--- src/shared/epfl_pkg.sv ---
// Constants and types for the energy pulse and fault logic.
// Assumes a 100 MHz system clock and a 450 kHz oscillator tick made from it.
package epfl_pkg;

    // ************************************************************
    // Clocks and timing
    // ************************************************************
    localparam int unsigned SYS_HZ          = 100_000_000;
    localparam int unsigned OSC_HZ          = 450_000;
    localparam int unsigned MS_PER_S        = 1000;
    localparam int unsigned FAULT_POWERUP_MS = 1000;
    localparam int unsigned FAULT_SETTLE_MS  = 3000;
    localparam int unsigned F_PULSE_TICKS   = 32768;
    localparam int unsigned CF_PULSE_TICKS  = 18;
    localparam int unsigned TICK_W          = 32;
    localparam int unsigned FAULT_CNT_W     = 24;

    // ************************************************************
    // Datapath widths and filters
    // ************************************************************
    localparam int unsigned SAMPLE_W      = 16;
    localparam int unsigned MAG_W         = 15;
    localparam int unsigned GAIN_SHIFT    = 4;
    localparam int unsigned GAIN_W        = SAMPLE_W + GAIN_SHIFT;
    localparam int unsigned PROD_W        = GAIN_W + SAMPLE_W;
    localparam int unsigned LPF_SHIFT     = 14;
    localparam int unsigned CUR_AVG_SHIFT = 12;
    localparam int unsigned ACC_W         = 52;
    localparam int unsigned DIFF_SHIFT    = 4;

    // Full-scale dc product with unity gain gives 0.68 Hz at select 00
    localparam longint unsigned ENERGY_QUANTUM = 64'd2710588235;
    localparam logic [MAG_W-1:0] NOISE_FLOOR   = 15'h0062;

    // ************************************************************
    // Select tables, indexed by {rate_select_high, rate_select_low}
    // ************************************************************
    localparam logic [4:0] BASE_EXP   [4] = '{5'h12, 5'h11, 5'h10, 5'h0f};
    localparam logic [4:0] CF_EXP_HI  [4] = '{5'h07, 5'h06, 5'h05, 5'h04};
    localparam logic [4:0] CF_EXP_LO  [4] = '{5'h06, 5'h05, 5'h04, 5'h0b};

    // ************************************************************
    // Reset values and states
    // ************************************************************
    localparam logic [3:0] PIN_RST = 4'h0;

    typedef enum logic [1:0] {
        FS_NORM_PH  = 2'b00,
        FS_FAULT_PH = 2'b01,
        FS_FAULT_NE = 2'b11,
        FS_NORM_NE  = 2'b10
    } epfl_fault_state_t;

endpackage

--- src/shared/epfl_dfc_if.sv ---
// Link between the top level and one digital-to-frequency unit.
// Assumes all signals live on sys_clk.
`timescale 1ns/1ps
interface epfl_dfc_if #(
    parameter int unsigned AW = 52
);
    logic          tick;
    logic [AW-1:0] power;
    logic [AW-1:0] threshold;
    logic          pulse;

    modport src  (output tick, output power, output threshold, input pulse);
    modport unit (input tick, input power, input threshold, output pulse);
endinterface

--- src/core/epfl_dfc.sv ---
// Digital-to-frequency unit: accumulates power and emits fixed-width pulses.
// Assumes power and threshold are stable between oscillator ticks.
`timescale 1ns/1ps
module epfl_dfc
    import epfl_pkg::*;
#(
    parameter int unsigned WIDTH_TICKS = 18,
    parameter int unsigned CNT_W       = 16
) (
    input wire logic sys_clk,
    input wire logic srst,
    epfl_dfc_if.unit port
);

    logic [ACC_W-1:0] acc_q;
    logic [ACC_W-1:0] acc_d;
    logic [ACC_W-1:0] sum_w;
    logic             cross_w;
    logic [CNT_W-1:0] wid_q;
    logic [CNT_W-1:0] wid_d;
    logic             pulse_q;

    // ************************************************************
    // Accumulate and cross
    // ************************************************************
    // Residue is kept after subtracting, so no energy is lost
    assign sum_w   = acc_q + port.power;
    assign cross_w = port.tick && (sum_w >= port.threshold);
    assign acc_d   = !port.tick ? acc_q :
                     cross_w    ? sum_w - port.threshold : sum_w;

    // Width counter runs on oscillator ticks; a crossing restarts it
    assign wid_d = cross_w ? WIDTH_TICKS[CNT_W-1:0] :
                   (port.tick && wid_q != '0) ? wid_q - 1'b1 : wid_q;

    always_ff @(posedge sys_clk) begin
        if (srst) begin
            acc_q   <= '0;
            wid_q   <= '0;
            pulse_q <= 1'b0;
        end else begin
            acc_q   <= acc_d;
            wid_q   <= wid_d;
            pulse_q <= (wid_d != '0);
        end
    end

    assign port.pulse = pulse_q;

endmodule

--- src/core/epfl_energy_pulse.sv ---
// Energy pulse generation and phase/neutral fault supervision.
// Assumes current and voltage samples arrive on sys_clk; select pins are asynchronous.
`timescale 1ns/1ps
module epfl_energy_pulse
    import epfl_pkg::*;
#(
    parameter int unsigned OSC_FREQ_HZ         = OSC_HZ,
    parameter longint unsigned ENERGY_Q        = ENERGY_QUANTUM,
    parameter int unsigned F_PULSE_W           = F_PULSE_TICKS,
    parameter int unsigned FAULT_POWERUP_TICKS = FAULT_POWERUP_MS * (OSC_HZ / MS_PER_S),
    parameter int unsigned FAULT_SETTLE_TICKS  = FAULT_SETTLE_MS * (OSC_HZ / MS_PER_S)
) (
    input  wire logic                       sys_clk,
    input  wire logic                       srst,
    input  wire logic signed [epfl_pkg::SAMPLE_W-1:0] voltage_sample,
    input  wire logic signed [epfl_pkg::SAMPLE_W-1:0] phase_current_input,
    input  wire logic signed [epfl_pkg::SAMPLE_W-1:0] neutral_current_input,
    input  wire logic                       rate_select_high,
    input  wire logic                       rate_select_low,
    input  wire logic                       cal_scale_select,
    input  wire logic                       gain_select,
    output logic                            energy_pulse_out_a,
    output logic                            energy_pulse_out_b,
    output logic                            calibration_pulse_out,
    output logic                            fault_flag,
    output logic                            neutral_active
);

    // ************************************************************
    // Declarations
    // ************************************************************
    logic [3:0]               pin_meta_q;
    logic [3:0]               pin_sync_q;
    logic [1:0]               rate_sel_w;
    logic                     scale_w;
    logic                     gain_w;

    logic [TICK_W-1:0]        phase_q;
    logic [TICK_W-1:0]        phase_d;
    logic [TICK_W-1:0]        phase_sum_w;
    logic                     osc_tick_w;

    logic signed [SAMPLE_W-1:0] cur_sel_w;
    logic signed [GAIN_W-1:0]   cur_gain_w;
    logic signed [PROD_W-1:0]   prod_w;
    logic signed [PROD_W+LPF_SHIFT-1:0] lpf_q;
    logic signed [PROD_W+LPF_SHIFT-1:0] lpf_d;
    logic signed [PROD_W-1:0]   lpf_out_w;
    logic [ACC_W-1:0]         power_w;

    logic [4:0]               base_exp_w;
    logic [4:0]               cf_exp_w;
    logic [ACC_W-1:0]         f_thr_w;
    logic [ACC_W-1:0]         cf_thr_w;

    logic signed [SAMPLE_W-1:0] cur_in_w [2];
    logic [MAG_W-1:0]         mag_w [2];
    logic [MAG_W+CUR_AVG_SHIFT-1:0] avg_q [2];
    logic [MAG_W-1:0]         avg_w [2];

    logic [MAG_W-1:0]         act_w;
    logic [MAG_W-1:0]         ina_w;
    logic                     quiet_w;
    logic                     differ_w;
    logic                     swap_w;
    epfl_fault_state_t        state_q;
    epfl_fault_state_t        state_d;
    epfl_fault_state_t        want_w;
    logic [FAULT_CNT_W-1:0]   fcnt_q;
    logic [FAULT_CNT_W-1:0]   fcnt_d;
    logic [FAULT_CNT_W-1:0]   limit_w;
    logic                     powerup_q;
    logic                     powerup_d;

    // ************************************************************
    // Pin synchronisers
    // ************************************************************
    // Straps may change at any time, so each passes two flops first
    always_ff @(posedge sys_clk) begin
        if (srst) begin
            pin_meta_q <= PIN_RST;
            pin_sync_q <= PIN_RST;
        end else begin
            pin_meta_q <= {gain_select, cal_scale_select, rate_select_high, rate_select_low};
            pin_sync_q <= pin_meta_q;
        end
    end

    assign rate_sel_w = pin_sync_q[1:0];
    assign scale_w    = pin_sync_q[2];
    assign gain_w     = pin_sync_q[3];

    // ************************************************************
    // Internal oscillator tick
    // ************************************************************
    // Fractional divider; all rates scale with OSC_FREQ_HZ
    assign phase_sum_w = phase_q + TICK_W'(OSC_FREQ_HZ);
    assign osc_tick_w  = phase_sum_w >= TICK_W'(SYS_HZ);
    assign phase_d     = osc_tick_w ? phase_sum_w - TICK_W'(SYS_HZ) : phase_sum_w;

    always_ff @(posedge sys_clk) begin
        if (srst) begin
            phase_q <= '0;
        end else begin
            phase_q <= phase_d;
        end
    end

    // ************************************************************
    // Power path
    // ************************************************************
    // Billing input follows the fault state machine
    assign cur_sel_w  = state_q[1] ? neutral_current_input : phase_current_input;
    assign cur_gain_w = gain_w ? {cur_sel_w, 4'h0}
                               : {{GAIN_SHIFT{cur_sel_w[SAMPLE_W-1]}}, cur_sel_w};
    assign prod_w     = cur_gain_w * voltage_sample;

    // Low-pass keeps the dc term; the ac ripple is averaged by the accumulators
    assign lpf_d = lpf_q + {{LPF_SHIFT{prod_w[PROD_W-1]}}, prod_w} - (lpf_q >>> LPF_SHIFT);
    assign lpf_out_w = lpf_q[PROD_W+LPF_SHIFT-1:LPF_SHIFT];
    // Negative power is not billed; sinusoids average to half their peak product
    assign power_w = lpf_out_w[PROD_W-1] ? '0
                   : {{(ACC_W-PROD_W+1){1'b0}}, lpf_out_w[PROD_W-2:0]};

    always_ff @(posedge sys_clk) begin
        if (srst) begin
            lpf_q <= '0;
        end else if (osc_tick_w) begin
            lpf_q <= lpf_d;
        end
    end

    // ************************************************************
    // Thresholds from the select pins
    // ************************************************************
    assign base_exp_w = BASE_EXP[rate_sel_w];
    assign cf_exp_w   = scale_w ? CF_EXP_HI[rate_sel_w] : CF_EXP_LO[rate_sel_w];
    // One low-rate quantum is ENERGY_Q oscillator-weighted base periods
    assign f_thr_w    = ACC_W'(ENERGY_Q) << base_exp_w;
    // Calibration quantum is the low-rate one divided by the ratio
    assign cf_thr_w   = f_thr_w >> cf_exp_w;

    // ************************************************************
    // Digital-to-frequency units
    // ************************************************************
    epfl_dfc_if #(.AW(ACC_W)) f_if ();
    epfl_dfc_if #(.AW(ACC_W)) cf_if ();

    assign f_if.tick       = osc_tick_w;
    assign f_if.power      = power_w;
    assign f_if.threshold  = f_thr_w;
    assign cf_if.tick      = osc_tick_w;
    assign cf_if.power     = power_w;
    assign cf_if.threshold = cf_thr_w;

    epfl_dfc #(
        .WIDTH_TICKS (F_PULSE_W),
        .CNT_W       (16)
    ) u_f_dfc (
        .sys_clk (sys_clk),
        .srst    (srst),
        .port    (f_if)
    );

    epfl_dfc #(
        .WIDTH_TICKS (CF_PULSE_TICKS),
        .CNT_W       (16)
    ) u_cf_dfc (
        .sys_clk (sys_clk),
        .srst    (srst),
        .port    (cf_if)
    );

    // Both low-rate outputs carry the same registered pulse
    assign energy_pulse_out_a    = f_if.pulse;
    assign energy_pulse_out_b    = f_if.pulse;
    assign calibration_pulse_out = cf_if.pulse;

    // ************************************************************
    // Current averaging for fault detection
    // ************************************************************
    assign cur_in_w[0] = phase_current_input;
    assign cur_in_w[1] = neutral_current_input;

    for (genvar i = 0; i < 2; i++) begin : g_avg
        logic [SAMPLE_W-1:0] neg_w;
        assign neg_w    = -cur_in_w[i];
        // Most negative code saturates instead of wrapping to zero
        assign mag_w[i] = !cur_in_w[i][SAMPLE_W-1] ? cur_in_w[i][MAG_W-1:0]
                        : neg_w[SAMPLE_W-1] ? '1 : neg_w[MAG_W-1:0];
        assign avg_w[i] = avg_q[i][MAG_W+CUR_AVG_SHIFT-1:CUR_AVG_SHIFT];

        always_ff @(posedge sys_clk) begin
            if (srst) begin
                avg_q[i] <= '0;
            end else if (osc_tick_w) begin
                avg_q[i] <= avg_q[i] + (MAG_W+CUR_AVG_SHIFT)'(mag_w[i])
                          - (avg_q[i] >> CUR_AVG_SHIFT);
            end
        end
    end

    // ************************************************************
    // Fault comparison
    // ************************************************************
    assign act_w   = state_q[1] ? avg_w[1] : avg_w[0];
    assign ina_w   = state_q[1] ? avg_w[0] : avg_w[1];
    // Light loads are noise; there the fault clears at once and the billing input is kept
    assign quiet_w = (avg_w[0] < NOISE_FLOOR) && (avg_w[1] < NOISE_FLOOR);
    // Difference measured against the larger of the two
    assign differ_w = (act_w >= ina_w) ? ((act_w - ina_w) > (act_w >> DIFF_SHIFT))
                                       : ((ina_w - act_w) > (ina_w >> DIFF_SHIFT));
    // Swap only when the idle input leads by 6.25 percent of itself
    assign swap_w   = (ina_w > act_w) && ((ina_w - act_w) > (ina_w >> DIFF_SHIFT));
    assign limit_w  = powerup_q ? FAULT_CNT_W'(FAULT_POWERUP_TICKS)
                                : FAULT_CNT_W'(FAULT_SETTLE_TICKS);

    // ************************************************************
    // Fault state machine
    // ************************************************************
    // Target state; an active input that still leads never swaps
    always_comb begin
        case (state_q)
            FS_NORM_PH, FS_FAULT_PH: begin
                want_w = swap_w ? FS_FAULT_NE : differ_w ? FS_FAULT_PH : FS_NORM_PH;
            end
            default: begin
                want_w = swap_w ? FS_FAULT_PH : differ_w ? FS_FAULT_NE : FS_NORM_NE;
            end
        endcase
    end

    // Outside quiet loads, change only after the target has held for the power-up time at first, then the settle time
    always_comb begin
        state_d   = state_q;
        fcnt_d    = '0;
        powerup_d = powerup_q;
        if (quiet_w) begin
            state_d = state_q[1] ? FS_NORM_NE : FS_NORM_PH;
        end else if (want_w != state_q) begin
            fcnt_d = fcnt_q + FAULT_CNT_W'(osc_tick_w);
            if (fcnt_d >= limit_w) begin
                state_d   = want_w;
                fcnt_d    = '0;
                powerup_d = 1'b0;
            end
        end
    end

    always_ff @(posedge sys_clk) begin
        if (srst) begin
            state_q   <= FS_NORM_PH;
            fcnt_q    <= '0;
            powerup_q <= 1'b1;
        end else begin
            state_q   <= state_d;
            fcnt_q    <= fcnt_d;
            powerup_q <= powerup_d;
        end
    end

    // Flag taken straight from state, not from pulse activity
    assign fault_flag     = state_q[0];
    assign neutral_active = state_q[1];

endmodule

--- config.mk ---
export PLATFORM = sky130hd
export DESIGN_NAME = epfl_energy_pulse
export DESIGN_NICKNAME = d
export VERILOG_FILES = /design/src/shared/epfl_pkg.sv /design/src/shared/epfl_dfc_if.sv /design/src/core/epfl_dfc.sv /design/src/core/epfl_energy_pulse.sv
export SDC_FILE = /design/constraint.sdc
export NUM_CORES = 2
export LEC_CHECK = 0
export BUFFER_PORTS_ARGS = -buffer_cell sky130_fd_sc_hd__buf_2
export CORE_ASPECT_RATIO = 0.8
export CORE_MARGIN = 3
export CORE_UTILIZATION = 54
export DETAILED_ROUTE_END_ITERATION = 7
export GPL_ROUTABILITY_DRIVEN = 0
export PLACE_DENSITY_LB_ADDON = 0.05
export SYNTH_ARGS = -nofsm -noshare
export SYNTH_HDL_FRONTEND = slang
export SYNTH_SLANG_ARGS = --single-unit
--- constraint.sdc ---
create_clock -name sys_clk -period 25 [get_ports sys_clk]
set_input_delay 1.25 -clock sys_clk [delete_from_list [all_inputs] [get_ports sys_clk]]
set_output_delay 1.25 -clock sys_clk [all_outputs]
set_load 0.01 [all_outputs]
==> metrics <==
crit end category register; Final setup viols 0; minimum clock period 11.14 ns; Post-CTS Hold Buffers 0; I/O pin count 59; TritonCTS clock tree done; Crit path top cell by count fa_1; Bufs on Longest Clock Path 3; Synth Warn # 0; Yosys top cell by area fa_1; CTS Buf Count between 40 and 50; top cell type's share of synthesized area 16.10%; crit-path max cell delay ~1.1 ns; crit-path max FO 24; Die W 340.2 um; Setup TNS 0 ns; ANT nets after route 0; EDFF count, synth 54; clk_skew 0.02037 ns; post-CTS setup buffer count 0; Synth-to-Final Area Change 5.169%; routed wire length roughly 140 mm; final hold vios 0; Worst slew margin 8.748%; RSZ-0062 raised after global routing no; initial antenna violation count 1; synth top area cells fa_1 (16%), ha_1 (12%), dfxtp_1 (10%); nets 6940; Core Rows between 90 and 100; vias per cell 6.046; CP Data Arrival Time roughly 12 ns; share of layout cells above drive strength 1 4.097%; vias ~44000; Clock Pin Slew Worst Setup and Hold Paths around 0.06 ns; synthesized cell area 48240 um^2; Residual DRC 0; WL/cell 19.11 um; die height 273.3 um; Cells after Synth between 6000 and 7000; reg2reg path depth 37; final worst path period share 44.54%; Async S/R FF share, synth 0%; Synth cell types 105; Max-cap violations 0; CTS root buffer clkbuf_16; GRT Util Overall 29.21%; WHS Path Cells 1; register area share after synthesis approximately 14%; largest net degree at the start of global routing 99; ys flop type dfxtp_1; Skew-Pair Late Insertion Delay a little over 0.6 ns; status finished clean; number of global-route vias before repair a little over 40000; Detail Placement HPWL between 100 and 150 mm; Inserted Diodes 0; IO buf count 58; Req. time, crit path 25.48 ns; critical path type in2reg; f_max 89.80 MHz; CTS H-tree lvls 2; worst-margin pin slew 1.364 ns; CORE AREA 87990 um^2; die area 92980 um^2; critical path startpoint category primary input; synthesized flop and latch total ~310; drt initial violations 3627; Avg Inst Size Synth 7.811 um^2; Final Max Slew Viols 0; first-pass GRT wire length between 200 and 250 mm; grt total ovfl 0; Pre-antenna DRT Iters 6; hold crit path type reg2reg; Sink Count 305; slowest CP cell a21oi_1; Initial Utilization 54.82%; # resized after CTS 0
[critical path: cells and delay by family]
kind	cells	cell delay (ns)
xor gates and xnor gates	1	0.15
AOI/OAI and AO/OA	12	3.26
adders and majority gates	9	4.03
buffers and inverters	4	0.45
and+or+nand+nor	10	2.05
muxes	1	0.44
[stage by stage]
| step | utilization, % | instances | hold WS (ns) | setup slack, ns | cell area (um^2) |
|---|---|---|---|---|---|
| global route | 57.66 | 7265 | 0.4504 | 13.17 | 50730 |
| detailed placement | 56.07 | 7194 | 0.4294 | 13.32 | 49330 |
| floorplan | - | 6184 | 0.4138 | 13.79 | 48270 |
| CTS | 57.66 | 7265 | 0.4425 | 13.91 | 50730 |
| finish | 57.66 | 7265 | 0.4398 | 13.86 | 50730 |
| global placement | 56.07 | 7194 | 0.4153 | 13.46 | 49330 |
[cells by family (layout without fill, tap and decap cells)]
family	Yosys count	after routing	share of synthesized area, %
compound gates	1582	1582	21.45
xor+xnor	400	400	7.301
fa+ha+maj	848	848	27.98
buf+inv	900	793	7.104
flops	305	305	13.78
mux	90	90	2.168
other cells	2	10	0.01557
simple gates	2049	2049	20.20
[routing by layer]
layer | part of all wire [%] | global-route usage (%) | wire (um) | vias to the layer above
met5 | 0 | 0 | 0 | -
li1 | - | - | - | 21212
met1 | 48 | 44.32 | 66970 | 21059
met4 | 1.5 | 5.183 | 2105 | 0
met2 | 43 | 44.39 | 59090 | 1496
met3 | 7.7 | 4.142 | 10640 | 154
[Yosys cell counts (25+ instances only)]
master / instances
a21oi_1: 444
edfxtp_1: 54
o211ai_1: 46
nor3_1: 114
dfxtp_1: 251
xnor2_1: 266
nor4_1: 25
nand4_1: 54
nor2b_1: 66
a311oi_1: 61
and2_1: 182
or3_1: 44
a31oi_1: 66
o31ai_1: 26
xor2_1: 133
clkbuf_1: 228
nand3_1: 128
a211oi_1: 103
nand2_1: 678
nand2b_1: 77
o21a_1: 57
buf_2: 30
mux2i_1: 73
fa_1: 388
a21o_1: 161
inv_1: 624
nor2_1: 518
o21bai_1: 53
ha_1: 449
o21ai_0: 311
and3_1: 49
[worst paths after layout]
| path | start | end | slack [ns] |
|---|---|---|---|
| setup / recovery | neutral_current_input[15] | lpf_q[42]$_SDFFE_PP0N_ | 13.86 |
| hold / removal | pin_meta_q[2]$_SDFF_PP0_ | pin_sync_q[2]$_SDFF_PP0_ | 0.44 |
| setup reg to reg | pin_sync_q[3]$_SDFF_PP0_ | lpf_q[42]$_SDFFE_PP0N_ | 14.03 |
| hold reg to reg | pin_meta_q[2]$_SDFF_PP0_ | pin_sync_q[2]$_SDFF_PP0_ | 0.44 |
[cells in the final DEF (no fill, tap or decap), drive strengths merged, types with 129 or more instances in the layout]
master / instances
a21oi: 444
nand3: 129
ha: 449
and2: 183
nor2: 518
fa: 388
dfxtp: 251
xnor2: 267
inv: 627
nand2: 678
o21ai: 315
xor2: 133
a21o: 161
[registers in the layout, summed over array words and instances (netlist names)]
name                 count
phase_q                 28
u_f_dfc.acc_q           52
u_cf_dfc.acc_q          52
pin_sync_q               4
u_cf_dfc.wid_q          16
lpf_q                   50
avg_q                   54
u_cf_dfc.port.pulse      1
u_f_dfc.port.pulse       1
state_q                  2
powerup_q                1
fcnt_q                  24
u_f_dfc.wid_q           16
pin_meta_q               4
[cell type report]
cell class / count / area [um^2]
multi-input cells: 4979 / 38260
fillers: 8296 / 37260
well taps: 1188 / 1486
clock inverters: 17 / 244.0
clock buffers: 54 / 1155
flip-flops and latches: 305 / 6650
inverters: 626 / 2357
repair buffers: 96 / 584.3
Power is not shown: default switching activity piles up to over one toggle a cycle in this logic, so the estimate is an artifact.
